**src/pkg/wdog_pkg.sv**
```systemverilog
package wdog_pkg;
   localparam int          ADDR_W          = 8;
   localparam int          DATA_W          = 32;
   // Register byte offsets
   localparam logic [7:0]  OFS_CTRL        = 8'h00;
   localparam logic [7:0]  OFS_SERVICE     = 8'h04;
   localparam logic [7:0]  OFS_CONFIG      = 8'h08;
   localparam logic [7:0]  OFS_IRQ_STATUS  = 8'h0C;
   localparam logic [7:0]  OFS_IRQ_CLEAR   = 8'h10;
   localparam logic [7:0]  OFS_IRQ_ENABLE  = 8'h14;
   localparam logic [7:0]  OFS_STATUS      = 8'h18;
   // Control register fields
   localparam int          BIT_WINDOW      = 7;
   localparam int          BIT_STOP_DBG    = 6;
   localparam int          BIT_WR_MASK     = 5;
   localparam int          RATE_LSB        = 0;
   localparam int          RATE_W          = 3;
   // Config register fields
   localparam int          BIT_CLK_SEL     = 0;
   localparam int          BIT_SPECIAL     = 1;
   // Interrupt status fields
   localparam int          IRQ_W           = 3;
   localparam int          EV_TIMEOUT      = 0;
   localparam int          EV_EARLY        = 1;
   localparam int          EV_RESTART      = 2;
   // Reset values
   localparam logic [7:0]  CTRL_RESET      = 8'h00;
   localparam logic [1:0]  CONFIG_RESET    = 2'h0;
   // Service keys
   localparam logic [7:0]  KEY_ARM         = 8'h55;
   localparam logic [7:0]  KEY_RESTART     = 8'hAA;
   // Time-out is 2^n watchdog clock ticks
   localparam int          CNT_W           = 25;
   localparam int          MAX_EXP         = 24;
   localparam logic [2:0]  RATE_OFF        = 3'h0;
   localparam logic [1:0]  RESP_OKAY       = 2'h0;
   localparam logic [1:0]  RESP_SLVERR     = 2'h2;

   function automatic logic [4:0] rate_exp(input logic [2:0] rate);
      case (rate)
         3'h1:    rate_exp = 5'h0E;
         3'h2:    rate_exp = 5'h10;
         3'h3:    rate_exp = 5'h12;
         3'h4:    rate_exp = 5'h14;
         3'h5:    rate_exp = 5'h16;
         3'h6:    rate_exp = 5'h17;
         default: rate_exp = 5'h18;
      endcase
   endfunction : rate_exp
endpackage : wdog_pkg

```
**src/wdog_tick_sel.sv**
```systemverilog
`timescale 1ns/1ps
// Selects and edge-detects the watchdog clock source; inputs are
// synchronous levels toggling at the source rate.
module wdog_tick_sel (
   input  wire logic core_clk_i,
   input  wire logic sys_rst_i,
   input  wire logic rc_clk_lvl_i,
   input  wire logic osc_clk_lvl_i,
   input  wire logic sel_i,
   output logic      tick_o
);
   logic src_q;
   logic next_src_q;
   logic next_tick;

   always_comb begin
      next_src_q = sel_i ? osc_clk_lvl_i : rc_clk_lvl_i;
      next_tick  = next_src_q & ~src_q;
   end

   always_ff @(posedge core_clk_i) begin
      if (sys_rst_i) begin
         src_q  <= 1'b0;
         tick_o <= 1'b0;
      end else begin
         src_q  <= next_src_q;
         tick_o <= next_tick;
      end
   end
endmodule : wdog_tick_sel

```
**src/wdog_irq.sv**
```systemverilog
`timescale 1ns/1ps
// Sticky event status with enable; set beats a same-cycle clear.
module wdog_irq #(
   parameter int W = 3
) (
   input  wire logic         core_clk_i,
   input  wire logic         sys_rst_i,
   input  wire logic [W-1:0] event_i,
   input  wire logic [W-1:0] clear_i,
   input  wire logic [W-1:0] enable_i,
   output logic      [W-1:0] status_o,
   output logic              irq_o
);
   logic [W-1:0] next_status;
   logic         next_irq;

   always_comb begin
      next_status = (status_o & ~clear_i) | event_i;
      next_irq    = |(next_status & enable_i);
   end

   always_ff @(posedge core_clk_i) begin
      if (sys_rst_i) begin
         status_o <= '0;
         irq_o    <= 1'b0;
      end else begin
         status_o <= next_status;
         irq_o    <= next_irq;
      end
   end
endmodule : wdog_irq

```
**src/windowed_watchdog_control.sv**
```systemverilog
// The address map and the AXI4-Lite interface to the registers are this design's own decisions.
`timescale 1ns/1ps
module windowed_watchdog_control
   import wdog_pkg::*;
(
   input  wire logic                       core_clk_i,
   input  wire logic                       sys_rst_i,
   input  wire logic [wdog_pkg::ADDR_W-1:0] s_axi_awaddr,
   input  wire logic                       s_axi_awvalid,
   output logic                            s_axi_awready,
   input  wire logic [wdog_pkg::DATA_W-1:0] s_axi_wdata,
   input  wire logic [3:0]                 s_axi_wstrb,
   input  wire logic                       s_axi_wvalid,
   output logic                            s_axi_wready,
   output logic [1:0]                      s_axi_bresp,
   output logic                            s_axi_bvalid,
   input  wire logic                       s_axi_bready,
   input  wire logic [wdog_pkg::ADDR_W-1:0] s_axi_araddr,
   input  wire logic                       s_axi_arvalid,
   output logic                            s_axi_arready,
   output logic [wdog_pkg::DATA_W-1:0]      s_axi_rdata,
   output logic [1:0]                      s_axi_rresp,
   output logic                            s_axi_rvalid,
   input  wire logic                       s_axi_rready,
   input  wire logic                       internal_rc_clk_i,
   input  wire logic                       oscillator_clk_i,
   input  wire logic                       debug_mode_active_i,
   output logic                            periodic_run_o,
   output logic                            watchdog_reset_o,
   output logic                            irq_o
);
   import wdog_pkg::*;

   // Register state
   logic              window_mode_sel;
   logic              stop_in_debug;
   logic [RATE_W-1:0] timeout_rate_sel;
   logic              ctrl_written_once;
   logic              watchdog_clk_sel;
   logic              special_mode;
   logic [IRQ_W-1:0]  irq_enable;
   logic              next_window_mode_sel;
   logic              next_stop_in_debug;
   logic [RATE_W-1:0] next_timeout_rate_sel;
   logic              next_ctrl_written_once;
   logic              next_watchdog_clk_sel;
   logic              next_special_mode;
   logic [IRQ_W-1:0]  next_irq_enable;

   // Bus state
   logic [ADDR_W-1:0] aw_addr;
   logic              aw_held;
   logic [DATA_W-1:0] w_data;
   logic [3:0]        w_strb;
   logic              w_held;
   logic [ADDR_W-1:0] next_aw_addr;
   logic              next_aw_held;
   logic [DATA_W-1:0] next_w_data;
   logic [3:0]        next_w_strb;
   logic              next_w_held;
   logic              next_awready;
   logic              next_wready;
   logic              next_bvalid;
   logic [1:0]        next_bresp;
   logic              next_arready;
   logic              next_rvalid;
   logic [1:0]        next_rresp;
   logic [DATA_W-1:0] next_rdata;

   // Counter state
   logic [CNT_W-1:0]  count;
   logic              armed;
   logic              wd_reset;
   logic [CNT_W-1:0]  next_count;
   logic              next_armed;
   logic              next_wd_reset;
   logic              next_periodic_run;

   logic              wd_tick;
   logic [IRQ_W-1:0]  irq_status;
   logic [IRQ_W-1:0]  irq_event;
   logic [IRQ_W-1:0]  irq_clear;

   logic              wr_fire;
   logic              wr_ctrl;
   logic              wr_service;
   logic [7:0]        wr_byte;
   logic              enabled;
   logic              halted;
   logic              forced_max;
   logic              eff_window;
   logic [4:0]        eff_exp;
   logic [CNT_W-1:0]  period;
   logic [CNT_W-1:0]  win_open;
   logic              in_window;
   logic              timeout_hit;
   logic              early_hit;
   logic              restart_hit;

   wdog_tick_sel u_tick (
      .core_clk_i    (core_clk_i),
      .sys_rst_i     (sys_rst_i),
      .rc_clk_lvl_i  (internal_rc_clk_i),
      .osc_clk_lvl_i (oscillator_clk_i),
      .sel_i         (watchdog_clk_sel),
      .tick_o        (wd_tick)
   );

   wdog_irq #(.W(IRQ_W)) u_irq (
      .core_clk_i (core_clk_i),
      .sys_rst_i  (sys_rst_i),
      .event_i    (irq_event),
      .clear_i    (irq_clear),
      .enable_i   (irq_enable),
      .status_o   (irq_status),
      .irq_o      (irq_o)
   );

   // Write channel: address and data taken in any order, one at a time
   always_comb begin
      next_aw_addr = aw_addr;
      next_aw_held = aw_held;
      next_w_data  = w_data;
      next_w_strb  = w_strb;
      next_w_held  = w_held;
      next_bvalid  = s_axi_bvalid;
      next_bresp   = s_axi_bresp;
      if (s_axi_awvalid && s_axi_awready) begin
         next_aw_addr = s_axi_awaddr;
         next_aw_held = 1'b1;
      end
      if (s_axi_wvalid && s_axi_wready) begin
         next_w_data = s_axi_wdata;
         next_w_strb = s_axi_wstrb;
         next_w_held = 1'b1;
      end
      if (s_axi_bvalid && s_axi_bready) begin
         next_bvalid = 1'b0;
      end
      if (wr_fire) begin
         next_aw_held = 1'b0;
         next_w_held  = 1'b0;
         next_bvalid  = 1'b1;
         case (aw_addr)
            OFS_CTRL, OFS_SERVICE, OFS_CONFIG,
            OFS_IRQ_CLEAR, OFS_IRQ_ENABLE: next_bresp = RESP_OKAY;
            default:                       next_bresp = RESP_SLVERR;
         endcase
      end
      next_awready = ~next_aw_held & ~next_bvalid;
      next_wready  = ~next_w_held & ~next_bvalid;
   end

   always_comb begin
      wr_fire    = aw_held & w_held & ~s_axi_bvalid;
      wr_byte    = w_data[7:0];
      wr_ctrl    = wr_fire && aw_addr == OFS_CTRL && w_strb[0];
      wr_service = wr_fire && aw_addr == OFS_SERVICE && w_strb[0];
      irq_clear  = '0;
      if (wr_fire && aw_addr == OFS_IRQ_CLEAR && w_strb[0]) begin
         irq_clear = w_data[IRQ_W-1:0];
      end
   end

   // Control and config registers
   always_comb begin
      next_window_mode_sel   = window_mode_sel;
      next_stop_in_debug     = stop_in_debug;
      next_timeout_rate_sel  = timeout_rate_sel;
      next_ctrl_written_once = ctrl_written_once;
      next_watchdog_clk_sel  = watchdog_clk_sel;
      next_special_mode      = special_mode;
      next_irq_enable        = irq_enable;
      if (wr_ctrl) begin
         next_stop_in_debug = wr_byte[BIT_STOP_DBG];
         // Rate and window are write-once in normal mode
         if (!wr_byte[BIT_WR_MASK]
             && (!ctrl_written_once || special_mode)) begin
            next_window_mode_sel   = wr_byte[BIT_WINDOW];
            next_timeout_rate_sel  = wr_byte[RATE_LSB +: RATE_W];
            next_ctrl_written_once = 1'b1;
         end
      end
      if (wr_fire && aw_addr == OFS_CONFIG && w_strb[0]) begin
         next_watchdog_clk_sel = w_data[BIT_CLK_SEL];
         next_special_mode     = w_data[BIT_SPECIAL];
      end
      if (wr_fire && aw_addr == OFS_IRQ_ENABLE && w_strb[0]) begin
         next_irq_enable = w_data[IRQ_W-1:0];
      end
   end

   // Effective period selection
   always_comb begin
      enabled    = timeout_rate_sel != RATE_OFF;
      halted     = stop_in_debug & debug_mode_active_i;
      forced_max = enabled & debug_mode_active_i
                   & ~stop_in_debug & special_mode;
      eff_window = window_mode_sel & ~forced_max;
      eff_exp    = forced_max ? 5'(MAX_EXP)
                              : rate_exp(timeout_rate_sel);
      period     = CNT_W'(1) << eff_exp;
      win_open   = period - (period >> 2);
      in_window  = count >= win_open;
      next_periodic_run = ~halted;
   end

   // Counter and service sequence
   always_comb begin
      next_count    = count;
      next_armed    = armed;
      next_wd_reset = wd_reset;
      timeout_hit   = 1'b0;
      early_hit     = 1'b0;
      restart_hit   = 1'b0;
      if (wr_ctrl && !wr_byte[BIT_WR_MASK]
          && (!ctrl_written_once || special_mode)) begin
         next_count = '0;
         next_armed = 1'b0;
      end else if (!enabled) begin
         next_count = '0;
         next_armed = 1'b0;
      end else begin
         if (wd_tick && !halted) begin
            next_count = count + CNT_W'(1);
         end
         if (next_count >= period) begin
            timeout_hit = 1'b1;
         end
         if (wr_service) begin
            if (eff_window && !in_window) begin
               early_hit = 1'b1;
            end else if (wr_byte == KEY_ARM) begin
               next_armed = 1'b1;
            end else if (wr_byte == KEY_RESTART && armed) begin
               next_count  = '0;
               next_armed  = 1'b0;
               restart_hit = 1'b1;
            end else begin
               next_armed = 1'b0;
            end
         end
         if (timeout_hit || early_hit) begin
            next_wd_reset = 1'b1;
            next_count    = '0;
            next_armed    = 1'b0;
         end
      end
      irq_event = '0;
      irq_event[EV_TIMEOUT] = timeout_hit;
      irq_event[EV_EARLY]   = early_hit;
      irq_event[EV_RESTART] = restart_hit;
   end

   // Read channel
   always_comb begin
      next_arready = s_axi_arready;
      next_rvalid  = s_axi_rvalid;
      next_rresp   = s_axi_rresp;
      next_rdata   = s_axi_rdata;
      if (s_axi_rvalid && s_axi_rready) begin
         next_rvalid  = 1'b0;
         next_arready = 1'b1;
      end
      if (s_axi_arvalid && s_axi_arready) begin
         next_arready = 1'b0;
         next_rvalid  = 1'b1;
         next_rresp   = RESP_OKAY;
         next_rdata   = '0;
         case (s_axi_araddr)
            OFS_CTRL: begin
               // Write mask always reads zero
               next_rdata[BIT_WINDOW]            = window_mode_sel;
               next_rdata[BIT_STOP_DBG]          = stop_in_debug;
               next_rdata[RATE_LSB +: RATE_W]    = timeout_rate_sel;
            end
            OFS_SERVICE: next_rdata = '0;
            OFS_CONFIG: begin
               next_rdata[BIT_CLK_SEL] = watchdog_clk_sel;
               next_rdata[BIT_SPECIAL] = special_mode;
            end
            OFS_IRQ_STATUS: next_rdata[IRQ_W-1:0] = irq_status;
            OFS_IRQ_CLEAR:  next_rdata = '0;
            OFS_IRQ_ENABLE: next_rdata[IRQ_W-1:0] = irq_enable;
            OFS_STATUS:     next_rdata[CNT_W-1:0] = count;
            default:        next_rresp = RESP_SLVERR;
         endcase
      end
      // Raise ready again once reset has left both lines low
      if (!s_axi_arready && !s_axi_rvalid) begin
         next_arready = 1'b1;
      end
   end

   always_ff @(posedge core_clk_i) begin
      if (sys_rst_i) begin
         window_mode_sel   <= CTRL_RESET[BIT_WINDOW];
         stop_in_debug     <= CTRL_RESET[BIT_STOP_DBG];
         timeout_rate_sel  <= CTRL_RESET[RATE_LSB +: RATE_W];
         ctrl_written_once <= 1'b0;
         watchdog_clk_sel  <= CONFIG_RESET[BIT_CLK_SEL];
         special_mode      <= CONFIG_RESET[BIT_SPECIAL];
         irq_enable        <= '0;
         aw_addr           <= '0;
         aw_held           <= 1'b0;
         w_data            <= '0;
         w_strb            <= '0;
         w_held            <= 1'b0;
         s_axi_awready     <= 1'b0;
         s_axi_wready      <= 1'b0;
         s_axi_bvalid      <= 1'b0;
         s_axi_bresp       <= RESP_OKAY;
         s_axi_arready     <= 1'b0;
         s_axi_rvalid      <= 1'b0;
         s_axi_rresp       <= RESP_OKAY;
         s_axi_rdata       <= '0;
         count             <= '0;
         armed             <= 1'b0;
         wd_reset          <= 1'b0;
         watchdog_reset_o  <= 1'b0;
         periodic_run_o    <= 1'b0;
      end else begin
         window_mode_sel   <= next_window_mode_sel;
         stop_in_debug     <= next_stop_in_debug;
         timeout_rate_sel  <= next_timeout_rate_sel;
         ctrl_written_once <= next_ctrl_written_once;
         watchdog_clk_sel  <= next_watchdog_clk_sel;
         special_mode      <= next_special_mode;
         irq_enable        <= next_irq_enable;
         aw_addr           <= next_aw_addr;
         aw_held           <= next_aw_held;
         w_data            <= next_w_data;
         w_strb            <= next_w_strb;
         w_held            <= next_w_held;
         s_axi_awready     <= next_awready;
         s_axi_wready      <= next_wready;
         s_axi_bvalid      <= next_bvalid;
         s_axi_bresp       <= next_bresp;
         s_axi_arready     <= next_arready;
         s_axi_rvalid      <= next_rvalid;
         s_axi_rresp       <= next_rresp;
         s_axi_rdata       <= next_rdata;
         count             <= next_count;
         armed             <= next_armed;
         wd_reset          <= next_wd_reset;
         // Reset request stays up until the system reset clears the block
         watchdog_reset_o  <= next_wd_reset;
         periodic_run_o    <= next_periodic_run;
      end
   end
endmodule : windowed_watchdog_control

```
**config.mk**
```make
export PLATFORM = sky130hd
export DESIGN_NAME = windowed_watchdog_control
export DESIGN_NICKNAME = d
export VERILOG_FILES = /design/src/pkg/wdog_pkg.sv /design/src/wdog_tick_sel.sv /design/src/wdog_irq.sv /design/src/windowed_watchdog_control.sv
export SDC_FILE = /design/constraint.sdc
export NUM_CORES = 1
export LEC_CHECK = 0
export CAP_MARGIN = 20
export CORE_MARGIN = 3
export CORE_UTILIZATION = 65
export DETAILED_ROUTE_END_ITERATION = 8
export DONT_BUFFER_PORTS = 1
export HOLD_SLACK_MARGIN = 0.15
export PLACE_DENSITY_LB_ADDON = 0.2
export SLEW_MARGIN = 30
export SYNTH_ARGS = -nofsm -noshare
export SYNTH_HDL_FRONTEND = slang
export SYNTH_HIERARCHICAL = 1
export SYNTH_SLANG_ARGS = --single-unit
```
**constraint.sdc**
```tcl
create_clock -name core_clk_i -period 9.5 [get_ports core_clk_i]
set_input_delay 0.475 -clock core_clk_i [delete_from_list [all_inputs] [get_ports core_clk_i]]
set_output_delay 0.475 -clock core_clk_i [all_outputs]
set_load 0.02 [all_outputs]
```
# Word level (Yosys, flattened, before mapping)
# Index checks and enable logic that the tools add are counted.
[totals]
word_cells = 165
inputBits = 62
register_bits = 98
out_inout_bits = 44
[op_classes]
reduce_logical = 42
eq_ne = 18
bitwise_logic = 25
addsub = 2
magnitude_cmp = 2
muxes = 47
shifts = 1
[ops]
columns = ["operator", "count"]
rows = [
  ["$mux W25", 7],
  ["$ge A25 B25 Y1", 2],
  ["$eq A8 B5 Y1 const B", 5],
  ["$mux W1", 30],
  ["$pmux W5 S6", 1],
  ["$add A25 B1 Y25 const B", 1],
  ["$shl A1 B5 Y25 const A", 1],
  ["$sub A25 B23 Y25", 1],
  ["$eq A8 B4 Y1 const B", 3],
  ["$logic_and A1 B1 Y1", 22],
  ["$mux W17", 1],
  ["$eq A8 B3 Y1 const B", 2],
  ["$logic_not A8 Y1", 2],
  ["$not A1 Y1", 11],
  ["$and A1 B1 Y1", 10],
  ["$pmux W2 S5", 1],
  ["$eq A3 B3 Y1 const B", 3],
  ["$eq A8 B7 Y1 const B", 1],
  ["$eq A8 B8 Y1 const B", 1],
  ["$reduce_or A7 Y1", 1],
  ["$and A3 B3 Y3", 2],
  ["$eq A3 B2 Y1 const B", 2],
  ["$logic_not A1 Y1", 6],
  ["$mux W3", 2],
  ["other kinds (15)", 19],
]

# Logic depth before layout (Yosys ltp)
# Gate-level depths: netlist of the first run.
[logic_depth]
word_depth = 19
depth_mapped = 25
ltp_nobuf = 24

# By module
# The synthesis of the first run kept the hierarchy.
[modules_own_cells]
columns = ["mod", "n_inst", "cells_per_inst", "seq_area_each_um2", "area_per_inst_um2"]
rows = [
  ["windowed_watchdog_control", 1, 740, 1801.7, 6237.2],
  ["wdog_irq", 1, 13, 80.1, 145.1],
  ["wdog_tick_sel", 1, 5, 40.0, 63.8],
]

# Least setup slack after synthesis of the first run
# Ideal clock, no wire load.
[synth_timing]
kind = "in2reg"
start = "in debug_mode_active_i"
end = "reg u_irq.irq_o"
n_path_buf = 1
required_ns = 9.378
arrival_ns = 4.144
path_slack_ns = 5.234
path_stages = 23
setup_ns = 0.122
path_cell_list = "and3b_1 > buf_2 > nor2_1 > and3_1 > inv_1 > ha_1 > nand3_1 > nor2_1 > o21ai_0 > a31oi_1 > o221ai_1 > a21oi_1 > a2111oi_1 > ha_1 > a21o_1 > a21o_1 > a21oi_1 > and4_1 > o21ai_2 > o21ai_1 > nor3_1 > o211a_1 > a221o_1"
[synth_between]
elab_cells_between_ends = 36
classes_between = "add/sub: 1; order compare: 2; shift: 1; mux: 19; bitwise: 8; reduce/logical: 5"
[synth_rtl]
columns = ["element", "line_no", "text"]
rows = [
  ["from (decl)", "windowed_watchdog_control.sv:27", "input wire logic debug_mode_active_i,"],
  ["$and A1 B1 Y1 (*)", "windowed_watchdog_control.sv:197", "forced_max = enabled & debug_mode_active_i"],
  ["$and A1 B1 Y1 (*) (2 in series)", "windowed_watchdog_control.sv:198", "& ~stop_in_debug & special_mode;"],
  ["$mux W5", "windowed_watchdog_control.sv:200", "eff_exp = forced_max ? 5'(MAX_EXP)"],
  ["$shl A1 B5 Y25", "windowed_watchdog_control.sv:202", "period = CNT_W'(1) << eff_exp;"],
  ["$sub A25 B23 Y25", "windowed_watchdog_control.sv:203", "win_open = period - (period >> 2);"],
  ["$ge A25 B25 Y1", "windowed_watchdog_control.sv:204", "in_window = count >= win_open;"],
  ["$logic_not A1 Y1", "windowed_watchdog_control.sv:231", "if (eff_window && !in_window) begin"],
  ["$logic_and A1 B1 Y1 (*)", "windowed_watchdog_control.sv:231", ""],
  ["$mux W1 (*)", "windowed_watchdog_control.sv:231", ""],
  ["$mux W1 (*)", "windowed_watchdog_control.sv:230", "if (wr_service) begin"],
  ["$mux W1 (*)", "windowed_watchdog_control.sv:220", "end else if (!enabled) begin"],
  ["$mux W1 (*)", "windowed_watchdog_control.sv:216", "if (wr_ctrl && !wr_byte[BIT_WR_MASK]"],
  ["named net restart_hit", "windowed_watchdog_control.sv:98", "logic restart_hit;"],
  ["$or A3 B3 Y3 (*)", "wdog_irq.sv:18", "next_status = (status_o & ~clear_i) | event_i;"],
  ["$and A3 B3 Y3 (*)", "wdog_irq.sv:19", "next_irq = |(next_status & enable_i);"],
  ["$reduce_or A3 Y1 (*)", "wdog_irq.sv:19", ""],
  ["to (signal assigned)", "wdog_irq.sv:28", "irq_o <= next_irq;"],
  ["to (decl)", "wdog_irq.sv:12", "output logic irq_o"],
]
# The timed path passes the listed nets; every way through them passes the cells marked *. The select of a mux whose other input is x is not followed.
# A chain may end at the register's enable or synchronous reset.

# Final worst setup path of the first run
[layout_timing]
start = "reg special_mode"
end = "reg count[22]"
[layout_between]
elab_chain_cells = 13
elab_cells_between_ends = 23
classes_between = "add/sub: 1; order compare: 2; shift: 1; mux: 10; bitwise: 3; reduce/logical: 6"
[layout_rtl]
columns = ["element", "line_no", "text"]
rows = [
  ["from (decl)", "windowed_watchdog_control.sv:40", "logic special_mode;"],
  ["from (signal assigned)", "windowed_watchdog_control.sv:302", "special_mode <= CONFIG_RESET[BIT_SPECIAL];"],
  ["from (signal assigned)", "windowed_watchdog_control.sv:328", "special_mode <= next_special_mode;"],
  ["$and A1 B1 Y1", "windowed_watchdog_control.sv:198", ""],
  ["$mux W5", "windowed_watchdog_control.sv:200", ""],
  ["$shl A1 B5 Y25", "windowed_watchdog_control.sv:202", ""],
  ["$sub A25 B23 Y25", "windowed_watchdog_control.sv:203", ""],
  ["$ge A25 B25 Y1", "windowed_watchdog_control.sv:204", ""],
  ["$logic_not A1 Y1", "windowed_watchdog_control.sv:231", ""],
  ["$logic_and A1 B1 Y1", "windowed_watchdog_control.sv:231", ""],
  ["$mux W1", "windowed_watchdog_control.sv:231", ""],
  ["$mux W1", "windowed_watchdog_control.sv:230", ""],
  ["$mux W1", "windowed_watchdog_control.sv:220", ""],
  ["$mux W1", "windowed_watchdog_control.sv:216", ""],
  ["$logic_or A1 B1 Y1", "windowed_watchdog_control.sv:243", "if (timeout_hit || early_hit) begin"],
  ["$reduce_or A4 Y1 (no line)", "-", ""],
  ["to (signal assigned)", "windowed_watchdog_control.sv:343", "count <= next_count;"],
  ["to (decl)", "windowed_watchdog_control.sv:71", "logic [CNT_W-1:0] count;"],
]
# Several ways; a longest one is shown, not always the timed one. The select of a mux whose other input is x is not followed.

==> results by group, run 1 <==
Clock tree
  • Worst-Skew Late Latency: ~370 ps
  • # clock sinks: 96
  • TritonCTS clock tree: yes
  • Cts hold-fix bufs: 0
  • Clock Tree Buf Depth: 2
  • Post-CTS Resized: 0
  • Clock slew at reported path FFs: roughly 90 ps
  • Setup bufs post-CTS: 0
  • H-tree levels: 3
  • CTS Buf Count: 9
  • Root buf cell: clkbuf_8

Synth
  • Post-synth top cells: 98 x nand2_1, 96 x dfxtp_1, 72 x ha_1
  • Number of synthesized flops with an enable pin: 0
  • Synthesized cell area: ~6400 sq um
  • Synth cell types: 78
  • Post-Synthesis Cells: 758
  • Yosys top cell by area: dfxtp_1
  • Sequential fraction of the synthesis area: roughly 30%
  • Syn Area/Cell: 8.504 sq um
  • Synth Flop Type: dfxtp_1
  • Largest cells by area after synthesis: dfxtp_1 30%, ha_1 14%, nand2_1 5.7%, a21oi_1 4.1%, xnor2_1 3.7%
  • Synth Warn #: 6
  • Count leader, synth: nand2_1
  • Synth top area share: 29.81%
  • Async SR Flop Fraction: 0%
  • Seq cells post-synth: 96

Power
  • Logic pwr share: 14.2%
  • Internal Power: 0.5775 mW
  • Clock share of power: around 34%
  • Sw Ratio: 27.75%
  • Max IR drop VDD: ~0.10 mV
  • Pleak: ~2.9 nW
  • Pwr per Cell Area: around 120 nW/um^2
  • Part of the power in registers: 52.2%
  • Net Sw Power: roughly 0.22 mW

Setup path
  • CP Data Arrival Time: 5490 ps
  • Crit path max fanout: 26
  • R2r setup slk: approximately 4200 ps
  • Worst Setup Path Type: flip-flop to flip-flop
  • Setup crit end kind: flip-flop
  • R2r startpoint: special_mode
  • Crit path launch: special_mode
  • WP data required: roughly 9700 ps
  • Reg-to-Reg End: count[22]
  • Crit start category: flip-flop
  • R2r worst-path depth: 19

Global route
  • Initial antenna violation count: 0
  • Grt total ovfl: 0
  • First-pass GRT wire length: ~25000 microns
  • Vias in the first global route: 5462
  • Largest net degree at the start of global routing: 50
  • Gr usage total: between 20% and 30%

Die
  • Starting Density: 68.15%
  • DIE WIDTH: 105.6 microns
  • Core Rows: 35
  • Die H: roughly 110 microns
  • Core area: between 9000 and 10000 sq um
  • Io pins: 106
  • DIE AREA: around 11000 sq um

Layout
  • Ratio of cells with drive above 1 in the final layout: under 10%
  • Filler cell count: approximately 760
  • Diode count: 0
  • Area Overhead vs Synth: 5.901%
  • Final nets: about 930
  • Util after Layout: between 70% and 80%

STA
  • Setup tns final: 0 ps
  • Max Clock Freq: approximately 0.19 GHz
  • Worst-margin pin slew: 715.8 ps
  • Hold Fails Final Rpt: 0
  • Fin crit period: about 5300 ps
  • Post-route clock skew: between 10 and 15 ps
  • RSZ-0062 raised after global routing: false
  • Final period util: 55.38%
  • Setup Viol. Count Final: 0
  • Relative slew slack: a little over half
  • Hold slack: roughly 170 ps
  • Count of final max-slew check failures: 0

Route
  • Antenna Nets Post-Route: 0
  • Initial detailed-routing violation count: roughly 360
  • Wire per inst: 15.71 microns
  • Remaining DRCs: 0
  • Vias/cell: ~6
  • DR pass1 iterations: 5
  • Routed WL: approximately 15000 microns
  • Vias post-DR: 5550

Placement
  • IO buf count: 0
  • HPWL Detailed: 11580 microns
  • Gp weighted congestion: ~0.94

Job
  • Max cap viols: 0

Outcome
  • Outcome: complete, no violations

Hold path
  • Classification of the worst-slack hold path: input port to flip-flop
  • Hold_sp: sys_rst_i
  • Min-Delay Path Depth: 1
  • Hold Path Sink: u_tick/src_q
## final cells by class
cell class,instances,area (sq um),share of cell area (%)
multi-input cells,662,4443,65.08
well taps,129,161.4,2.364
inverters,22,82.58,1.210
clock buffers,9,123.9,1.815
flip-flops and latches,96,1922,28.15
clock inverters,7,71.32,1.045
repair buffers,3,22.52,0.3299
## routing by layer
metal | track usage [%] | vias up | part of all wire (%)
li1 | - | 2760 | -
met1 | 32.05 | 2548 | 42
met2 | 46.77 | 204 | 48
met3 | 5.083 | 38 | 6.7
met4 | 10.08 | 0 | 2.5
met5 | 0 | - | 0
## kinds of logic (layout without fill, tap and decap cells)
| logic type | count (synthesis) | after routing | share of synthesized area, % |
|---|---|---|---|
| other | 2 | 59 | 0.1165 |
| xor gates and xnor gates | 41 | 41 | 5.571 |
| muxes | 12 | 12 | 1.883 |
| buffers and inverters | 57 | 41 | 4.677 |
| and+or+nand+nor | 299 | 299 | 24.17 |
| DFF | 96 | 96 | 29.81 |
| AOI/OAI and AO/OA | 178 | 178 | 19.49 |
| adders and majority gates | 73 | 73 | 14.29 |
## critical path, cell delays in order, from the launching register on
cell       delay [ps]
dfxtp_1           480
and3b_1           350
nor2_1             90
and3_1            230
inv_1             100
ha_1              230
nand4_1           210
o31ai_1           370
o221ai_1          210
nor4b_1           180
a2111oi_1         470
ha_1              350
a21o_1            190
a21o_1            170
a21oi_1           200
and4_1            230
o21ai_2           100
o21ai_1           230
a211o_2           580
nor3_1            110
## cells in the final DEF, fill, tap and decap left out, drive strengths merged, types with 3 or more instances in the layout
cell,count
a31oi,4
and2b,3
nand3,21
or3,7
a221oi,3
xnor2,27
nand2,99
o21ai,23
nor3,43
clkbuf,9
inv,23
buf,3
a21oi,55
a211oi,6
mux2i,11
nor4b,5
a22oi,8
ha,72
nor2,51
nor2b,14
o21bai,5
a22o,22
conb,59
a2111oi,3
o21a,12
a211o,3
a21o,13
nand4,16
clkinv,5
nor4,3
dfxtp,96
o2111ai,3
xor2,14
and3,9
and2,8
nand2b,7
## how the worst max path moves through the flow
stage	endpoint	slack, ps
floorplan	u_irq/irq_o	5230
global placement	count[24]	4490
detailed placement	count[22]	4370
CTS	count[22]	4330
global route	count[24]	3770
finish	count[22]	4240
## power by group through the flow
| stage | combinational, mW | clock, mW | sequential (mW) |
|---|---|---|---|
| after floorplan | 0.0968 | 0 | 0.425 |
| after global placement | 0.0997 | 0 | 0.426 |
| after detailed placement | 0.103 | 0 | 0.427 |
| after CTS | 0.104 | 0.272 | 0.417 |
| after global routing | 0.128 | 0.288 | 0.418 |
| final | 0.113 | 0.269 | 0.417 |
## through the flow
stage / power, mW / instances / area [sq um] / setup WS, ps
2_1_floorplan: 0.5216 / 815 / 6660 / 5234
3_3_place_gp: 0.5259 / 912 / 6631 / 4492
3_5_place_dp: 0.5300 / 912 / 6631 / 4369
4_1_cts: 0.7934 / 928 / 6827 / 4331
5_1_grt: 0.8337 / 928 / 6827 / 3773
6_report: 0.7993 / 928 / 6827 / 4239
## state kept, by name, indices dropped and copies added (netlist names), 3 cells and up
signal	flops
count	25
s_axi_rdata	25
aw_addr	8
w_data	8
irq_enable	3
timeout_rate_sel	3
u_irq/status_o	3
Note: power is estimated with default switching activity, not from simulation.
==> inputs of run 2 (changes only) <==
--- a/config.mk
+++ b/config.mk
@@ -7,7 +7,7 @@
 export LEC_CHECK = 0
 export CAP_MARGIN = 20
 export CORE_MARGIN = 3
-export CORE_UTILIZATION = 65
+export CORE_UTILIZATION = 58
 export DETAILED_ROUTE_END_ITERATION = 8
 export DONT_BUFFER_PORTS = 1
 export HOLD_SLACK_MARGIN = 0.15
==> constraint.sdc (replaced) <==
create_clock -name core_clk_i -period 4.3 [get_ports core_clk_i]
set_input_delay 0.215 -clock core_clk_i [delete_from_list [all_inputs] [get_ports core_clk_i]]
set_output_delay 0.215 -clock core_clk_i [all_outputs]
set_load 0.02 [all_outputs]
==> results by group, run 2 (synthesis results as in run 1) <==
Route
  • Initial detailed-routing violation count: roughly 450
  • Vias post-DR: slightly above 6000
  • Antenna Nets Post-Route: 0
  • Routed WL: between 15000 and 20000 microns
  • Remaining DRCs: 0
  • DR pass1 iterations: 7
  • Vias/cell: around 6
  • Wire per inst: 17.64 microns

Setup path
  • Slowest stage delay, CP: 350 ps
  • Most Frequent Cell on Critical Path: a21o_1
  • WP data required: between 4000 and 5000 ps
  • Top delay family on crit path: compound AO/OA/AOI/OAI gates
  • Crit start category: flip-flop
  • Worst Setup Path Type: flip-flop to flip-flop
  • CP bufs+invs: 5
  • Crit path max fanout: 6
  • Setup crit end kind: flip-flop
  • CP Data Arrival Time: 4740 ps
  • Slowest stage cell, crit path: dfxtp_2

Die
  • Core Rows: 37
  • Core area: roughly 11000 sq um
  • Starting Density: between 60% and 70%
  • DIE AREA: 12420 sq um
  • Die H: 111.4 microns
  • Io pins: 106
  • DIE WIDTH: approximately 110 microns

Placement
  • IO buf count: 0
  • HPWL Detailed: between 10000 and 15000 microns
  • Area after DPL: approximately 7000 sq um
  • Gp weighted congestion: roughly 0.92

Global route
  • Gr usage total: between 20% and 30%
  • First-pass GRT wire length: approximately 28000 microns
  • Vias in the first global route: 6110
  • Initial antenna violation count: 0
  • Grt total ovfl: 0
  • Largest net degree at the start of global routing: 48

Layout
  • Commonest non-fill, non-tap cell in the layout: dfxtp_1
  • Final nets: ~1000
  • Most frequent cells in the layout: 94 x dfxtp_1, 86 x nand2_1, 68 x ha_1
  • Fin area: between 7000 and 8000 sq um
  • Diode count: 0
  • Top flop regs: count x25, s_axi_rdata x25
  • Ratio of cells with drive above 1 in the final layout: between 10% and 20%
  • Filler cell count: ~780
  • Area Overhead vs Synth: 23.51%

STA
  • Setup tns final: -1513 ps
  • Relative slew slack: between 50% and 60%
  • Count of final max-slew check failures: 0
  • Setup Viol. Count Final: 26
  • Worst-margin pin slew: 724.8 ps
  • RSZ-0062 raised after global routing: true
  • Max Clock Freq: between 0.2 and 0.25 GHz
  • Hold slack: between 150 and 200 ps
  • Fin crit period: between 4000 and 5000 ps
  • Final period util: 103.0%
  • Hold Fails Final Rpt: 0
  • Final worst slack: -127.2 ps
  • Post-route clock skew: approximately 15 ps

Job
  • Max cap viols: 0

Outcome
  • Violated checks: negative setup slack
  • Outcome: complete, but fails checks

Hold path
  • Classification of the worst-slack hold path: input port to flip-flop

Power
  • Pleak: between 3 and 4 nW
  • Pwr per Cell Area: roughly 230 nW/um^2
  • Max IR drop VDD: between 0.2 and 0.3 mV
  • Pwr Total: about 1.8 mW

Clock tree
  • CTS Buf Count: 9
  • # clock sinks: between 90 and 100
  • Clock slew at reported path FFs: 100 ps
  • H-tree levels: 3
  • Worst-Skew Late Latency: between 300 and 400 ps
  • Root buf cell: clkbuf_8
  • TritonCTS clock tree: yes
  • Clock Tree Buf Depth: 2
## run 2: changes by cell type in the layout (fill, tap and decap cells not counted), sizes merged
cell,change
inv,+1
clkinv,-4
clkbuf,+2
buf,+53
clkinvlp,+2
dlygate4sd3,+31
## run 2: final timing paths
| path | startpoint | cells after the start | slack, ps | end |
|---|---|---|---|---|
| worst max-delay path | stop_in_debug | 25 | -130 | count[6] |
| worst min-delay path | s_axi_araddr[2] | 4 | 180 | s_axi_rdata[1] |
| worst max register to register | stop_in_debug | 25 | -130 | count[6] |
| worst min register to register | u_tick/src_q | 1 | 420 | u_tick/tick_o |
## run 2: area by class of cell
type	instances	area, sq um	share of cell area [%]
Inverter	22	85.08	1.069
Sequential cell	96	1924	24.17
Timing Repair Buffer	89	873.3	10.97
Clock buffer	9	123.9	1.556
Multi-Input combinational cell	662	4717	59.25
Clock inverter	6	67.56	0.8487
Tap cell	136	170.2	2.137
## run 2: metrics by stage
step                instances  worst slack (ps)  utilization [%]
global placement          956            -54.14            65.81
global route             1020            -365.3            75.43
floorplan                 815             92.30                -
CTS                      1014            -26.15            73.53
finish                   1020            -127.2            75.43
detailed placement        956            -196.2            65.88
## run 2: what timing repair did
action	4_1_cts	5_1_grt
gates resized for setup	38	32
pin swaps	9	29
setup endpoints to repair	28	30
hold endpoints to repair	49	0
buffers inserted	9	5
hold buffers	32	0
cloned	2	3
## run 2: tightest hold or removal path, delay by kind of cell
family	cells	cell delay (ps)
simple gates	1	90
compound gates	3	230
## run 2: metal layers
| layer | GRT usage (%) | vias to the layer above | wire, microns |
|---|---|---|---|
| met2 | 49.66 | 228 | 8832 |
| li1 | - | 2925 | - |
| met5 | 0 | - | 0 |
| met4 | 12.00 | 0 | 672 |
| met3 | 6.413 | 58 | 1138 |
| met1 | 31.27 | 2927 | 7348 |
## run 2: power breakdown
part           switching [mW]  total, mW  leakage, nW  internal, mW
sequential             0.0189      0.922        0.778         0.903
clock                   0.335      0.604       0.0921         0.269
combinational           0.179      0.318         2.56         0.139
==> inputs of run 3 (changes only) <==
==> constraint.sdc (replaced) <==
create_clock -name core_clk_i -period 4.3 [get_ports core_clk_i]
set_input_delay 1.29 -clock core_clk_i [delete_from_list [all_inputs] [get_ports core_clk_i]]
set_output_delay 1.29 -clock core_clk_i [all_outputs]
set_load 0.02 [all_outputs]
==> results by group, run 3 (synthesis results as in run 1) <==
Clock tree
  • Cts hold-fix bufs: 0
  • Clock Tree Buf Depth: 2
  • Worst-Skew Late Latency: 400 ps
  • # clock sinks: 96
  • Root buf cell: clkbuf_8
  • H-tree levels: 3
  • CTS Buf Count: 9
  • TritonCTS clock tree: yes
  • Clock slew at reported path FFs: approximately 100 ps

Layout
  • Diode count: 0
  • Filler cell count: 822
  • Util after Layout: 73.64%
  • Most frequent cells in the layout: 97 x nand2_1, 96 x dfxtp_1, 69 x buf_4
  • Multi-input combinational cell area: 4775 sq um
  • Area Overhead vs Synth: 20.57%
  • Final nets: about 1000
  • Ratio of cells with drive above 1 in the final layout: between 15 and 20%
  • Top flop regs: count x25, s_axi_rdata x25
  • Commonest non-fill, non-tap cell in the layout: nand2_1
  • Register Area: about 1900 sq um

Die
  • Io pins: 106
  • Die H: about 110 microns
  • Starting Density: about three fifths
  • DIE AREA: approximately 12000 sq um
  • DIE WIDTH: roughly 110 microns
  • Core Rows: 37
  • Core area: about 11000 sq um

STA
  • Max Clock Freq: between 0.2 and 0.25 GHz
  • Fin crit period: slightly below 5000 ps
  • Worst-margin pin slew: 736.6 ps
  • Relative slew slack: around 50%
  • RSZ-0062 raised after global routing: true
  • Setup tns final: -11630 ps
  • Post-route clock skew: 15.09 ps
  • Final period util: 112.1%
  • Final worst slack: -522.3 ps
  • Hold Fails Final Rpt: 0
  • Count of final max-slew check failures: 0
  • Setup Viol. Count Final: 30

Route
  • Routed WL: 16860 microns
  • Initial detailed-routing violation count: about 420
  • Wire per inst: approximately 17 microns
  • Remaining DRCs: 0
  • DR pass1 iterations: 5
  • Vias/cell: between 5 and 6
  • Vias post-DR: roughly 5900
  • Antenna Nets Post-Route: 0

Setup path
  • R2r startpoint: stop_in_debug
  • Slowest stage delay, CP: about 300 ps
  • CP Data Arrival Time: 5100 ps
  • Worst Setup Path Type: input port to flip-flop
  • Slowest stage cell, crit path: ha_1
  • Crit start category: input port
  • Crit path launch: debug_mode_active_i
  • WP data required: approximately 4600 ps
  • Crit-path cells: and3b_2 -> nor2_4 -> and3_4 -> inv_4 -> ha_4 -> nand4_1 -> a211o_1 -> nand2_1 -> o21ai_0 -> a21boi_1 -> xor2_1 -> ha_1 -> nand4_1 -> nor3_1 -> a211oi_1 -> and4_1 -> o21ai_4 -> o21ai_4 -> and2_4 -> and2b_1 -> o21a_1 -> a221o_1
  • Setup crit end kind: flip-flop
  • Crit path max fanout: 4

Outcome
  • Outcome: complete, but fails checks
  • Violated checks: negative setup slack

Job
  • Max cap viols: 0

Power
  • Pleak: between 3 and 4 nW
  • Pwr per Cell Area: 229.0 nW/um^2
  • Pwr Total: 1.780 mW
  • Max IR drop VDD: about 0.29 mV

Global route
  • Gr usage total: 26.86%
  • First-pass GRT wire length: roughly 28000 microns
  • Largest net degree at the start of global routing: 50
  • Initial antenna violation count: 0
  • Grt total ovfl: 0
  • Vias in the first global route: a little under 6000

Hold path
  • Classification of the worst-slack hold path: flip-flop to flip-flop
  • Hold_sp: u_tick/src_q

Placement
  • HPWL Detailed: approximately 13000 microns
  • Gp weighted congestion: ~0.88
  • Pre-CTS WS: -945.5 ps
  • IO buf count: 0
run 3: cell count changes in the layout (fill, tap and decap cells not counted), moves of 5 or more:
cell	previous run	this run
dlygate4sd3_1	31	0
buf_4	45	69
nand2_1	86	97
nor3_1	24	13
nand2_2	12	2
nor3_4	2	9
buf_6	6	1
run 3: routing by layer:
layer  share of wire, %  global-route usage, %  vias to the layer above
li1                   -                      -                     2900
met1                 42                  32.54                     2815
met2                 49                  46.64                      175
met3                5.3                  5.543                       41
met4                2.9                  10.62                        0
met5                  0                      0                        -
run 3: path summary, 6_finish.rpt:
| kind | slack [ps] | cells past startpoint | endpoint |
|---|---|---|---|
| worst max-delay path | -520 | 22 | u_irq/irq_o |
| worst min-delay path | 420 | 1 | u_tick/tick_o |
| worst max register to register | -100 | 22 | u_irq/irq_o |
| worst min register to register | 420 | 1 | u_tick/tick_o |
run 3: timing repair:
item                       in CTS  in global routing
cloned                          1                  1
gates resized for setup        14                 23
setup endpoints to repair      30                 31
setup buffers                   8                  1
pin swaps                      21                 16
run 3: power breakdown:
group / leakage (nW) / internal (mW) / switching, mW / total [mW]
Clock: 0.0859 / 0.221 / 0.358 / 0.579
Combinational: 2.47 / 0.119 / 0.160 / 0.279
Sequential: 0.777 / 0.904 / 0.0189 / 0.923
run 3: per-stage QoR:
step	cells	hold slack [ps]	instance area, sq um
2_1_floorplan	815	388.4	6799
3_3_place_gp	981	393.8	7274
3_5_place_dp	981	400.2	7282
4_1_cts	1006	420.0	7645
5_1_grt	1007	430.1	7772
6_report	1007	416.8	7772
run 3: worst max-delay path, delay by kind of cell:
kind,cells,cell delay (ps)
AO/OA/AOI/OAI,8,1460
XOR/XNOR,1,110
adder cells (fa/ha/maj),2,520
buffers and inverters,1,40
AND/OR/NAND/NOR,10,1680
run 3: cell type report:
cell class | instances | share of cell area, %
Multi-Input combinational cell | 662 | 61.43
Sequential cell | 96 | 24.73
Timing Repair Buffer | 75 | 8.162
Tap cell | 136 | 2.189
Clock buffer | 9 | 1.594
Inverter | 22 | 1.095
Clock inverter | 7 | 0.8049
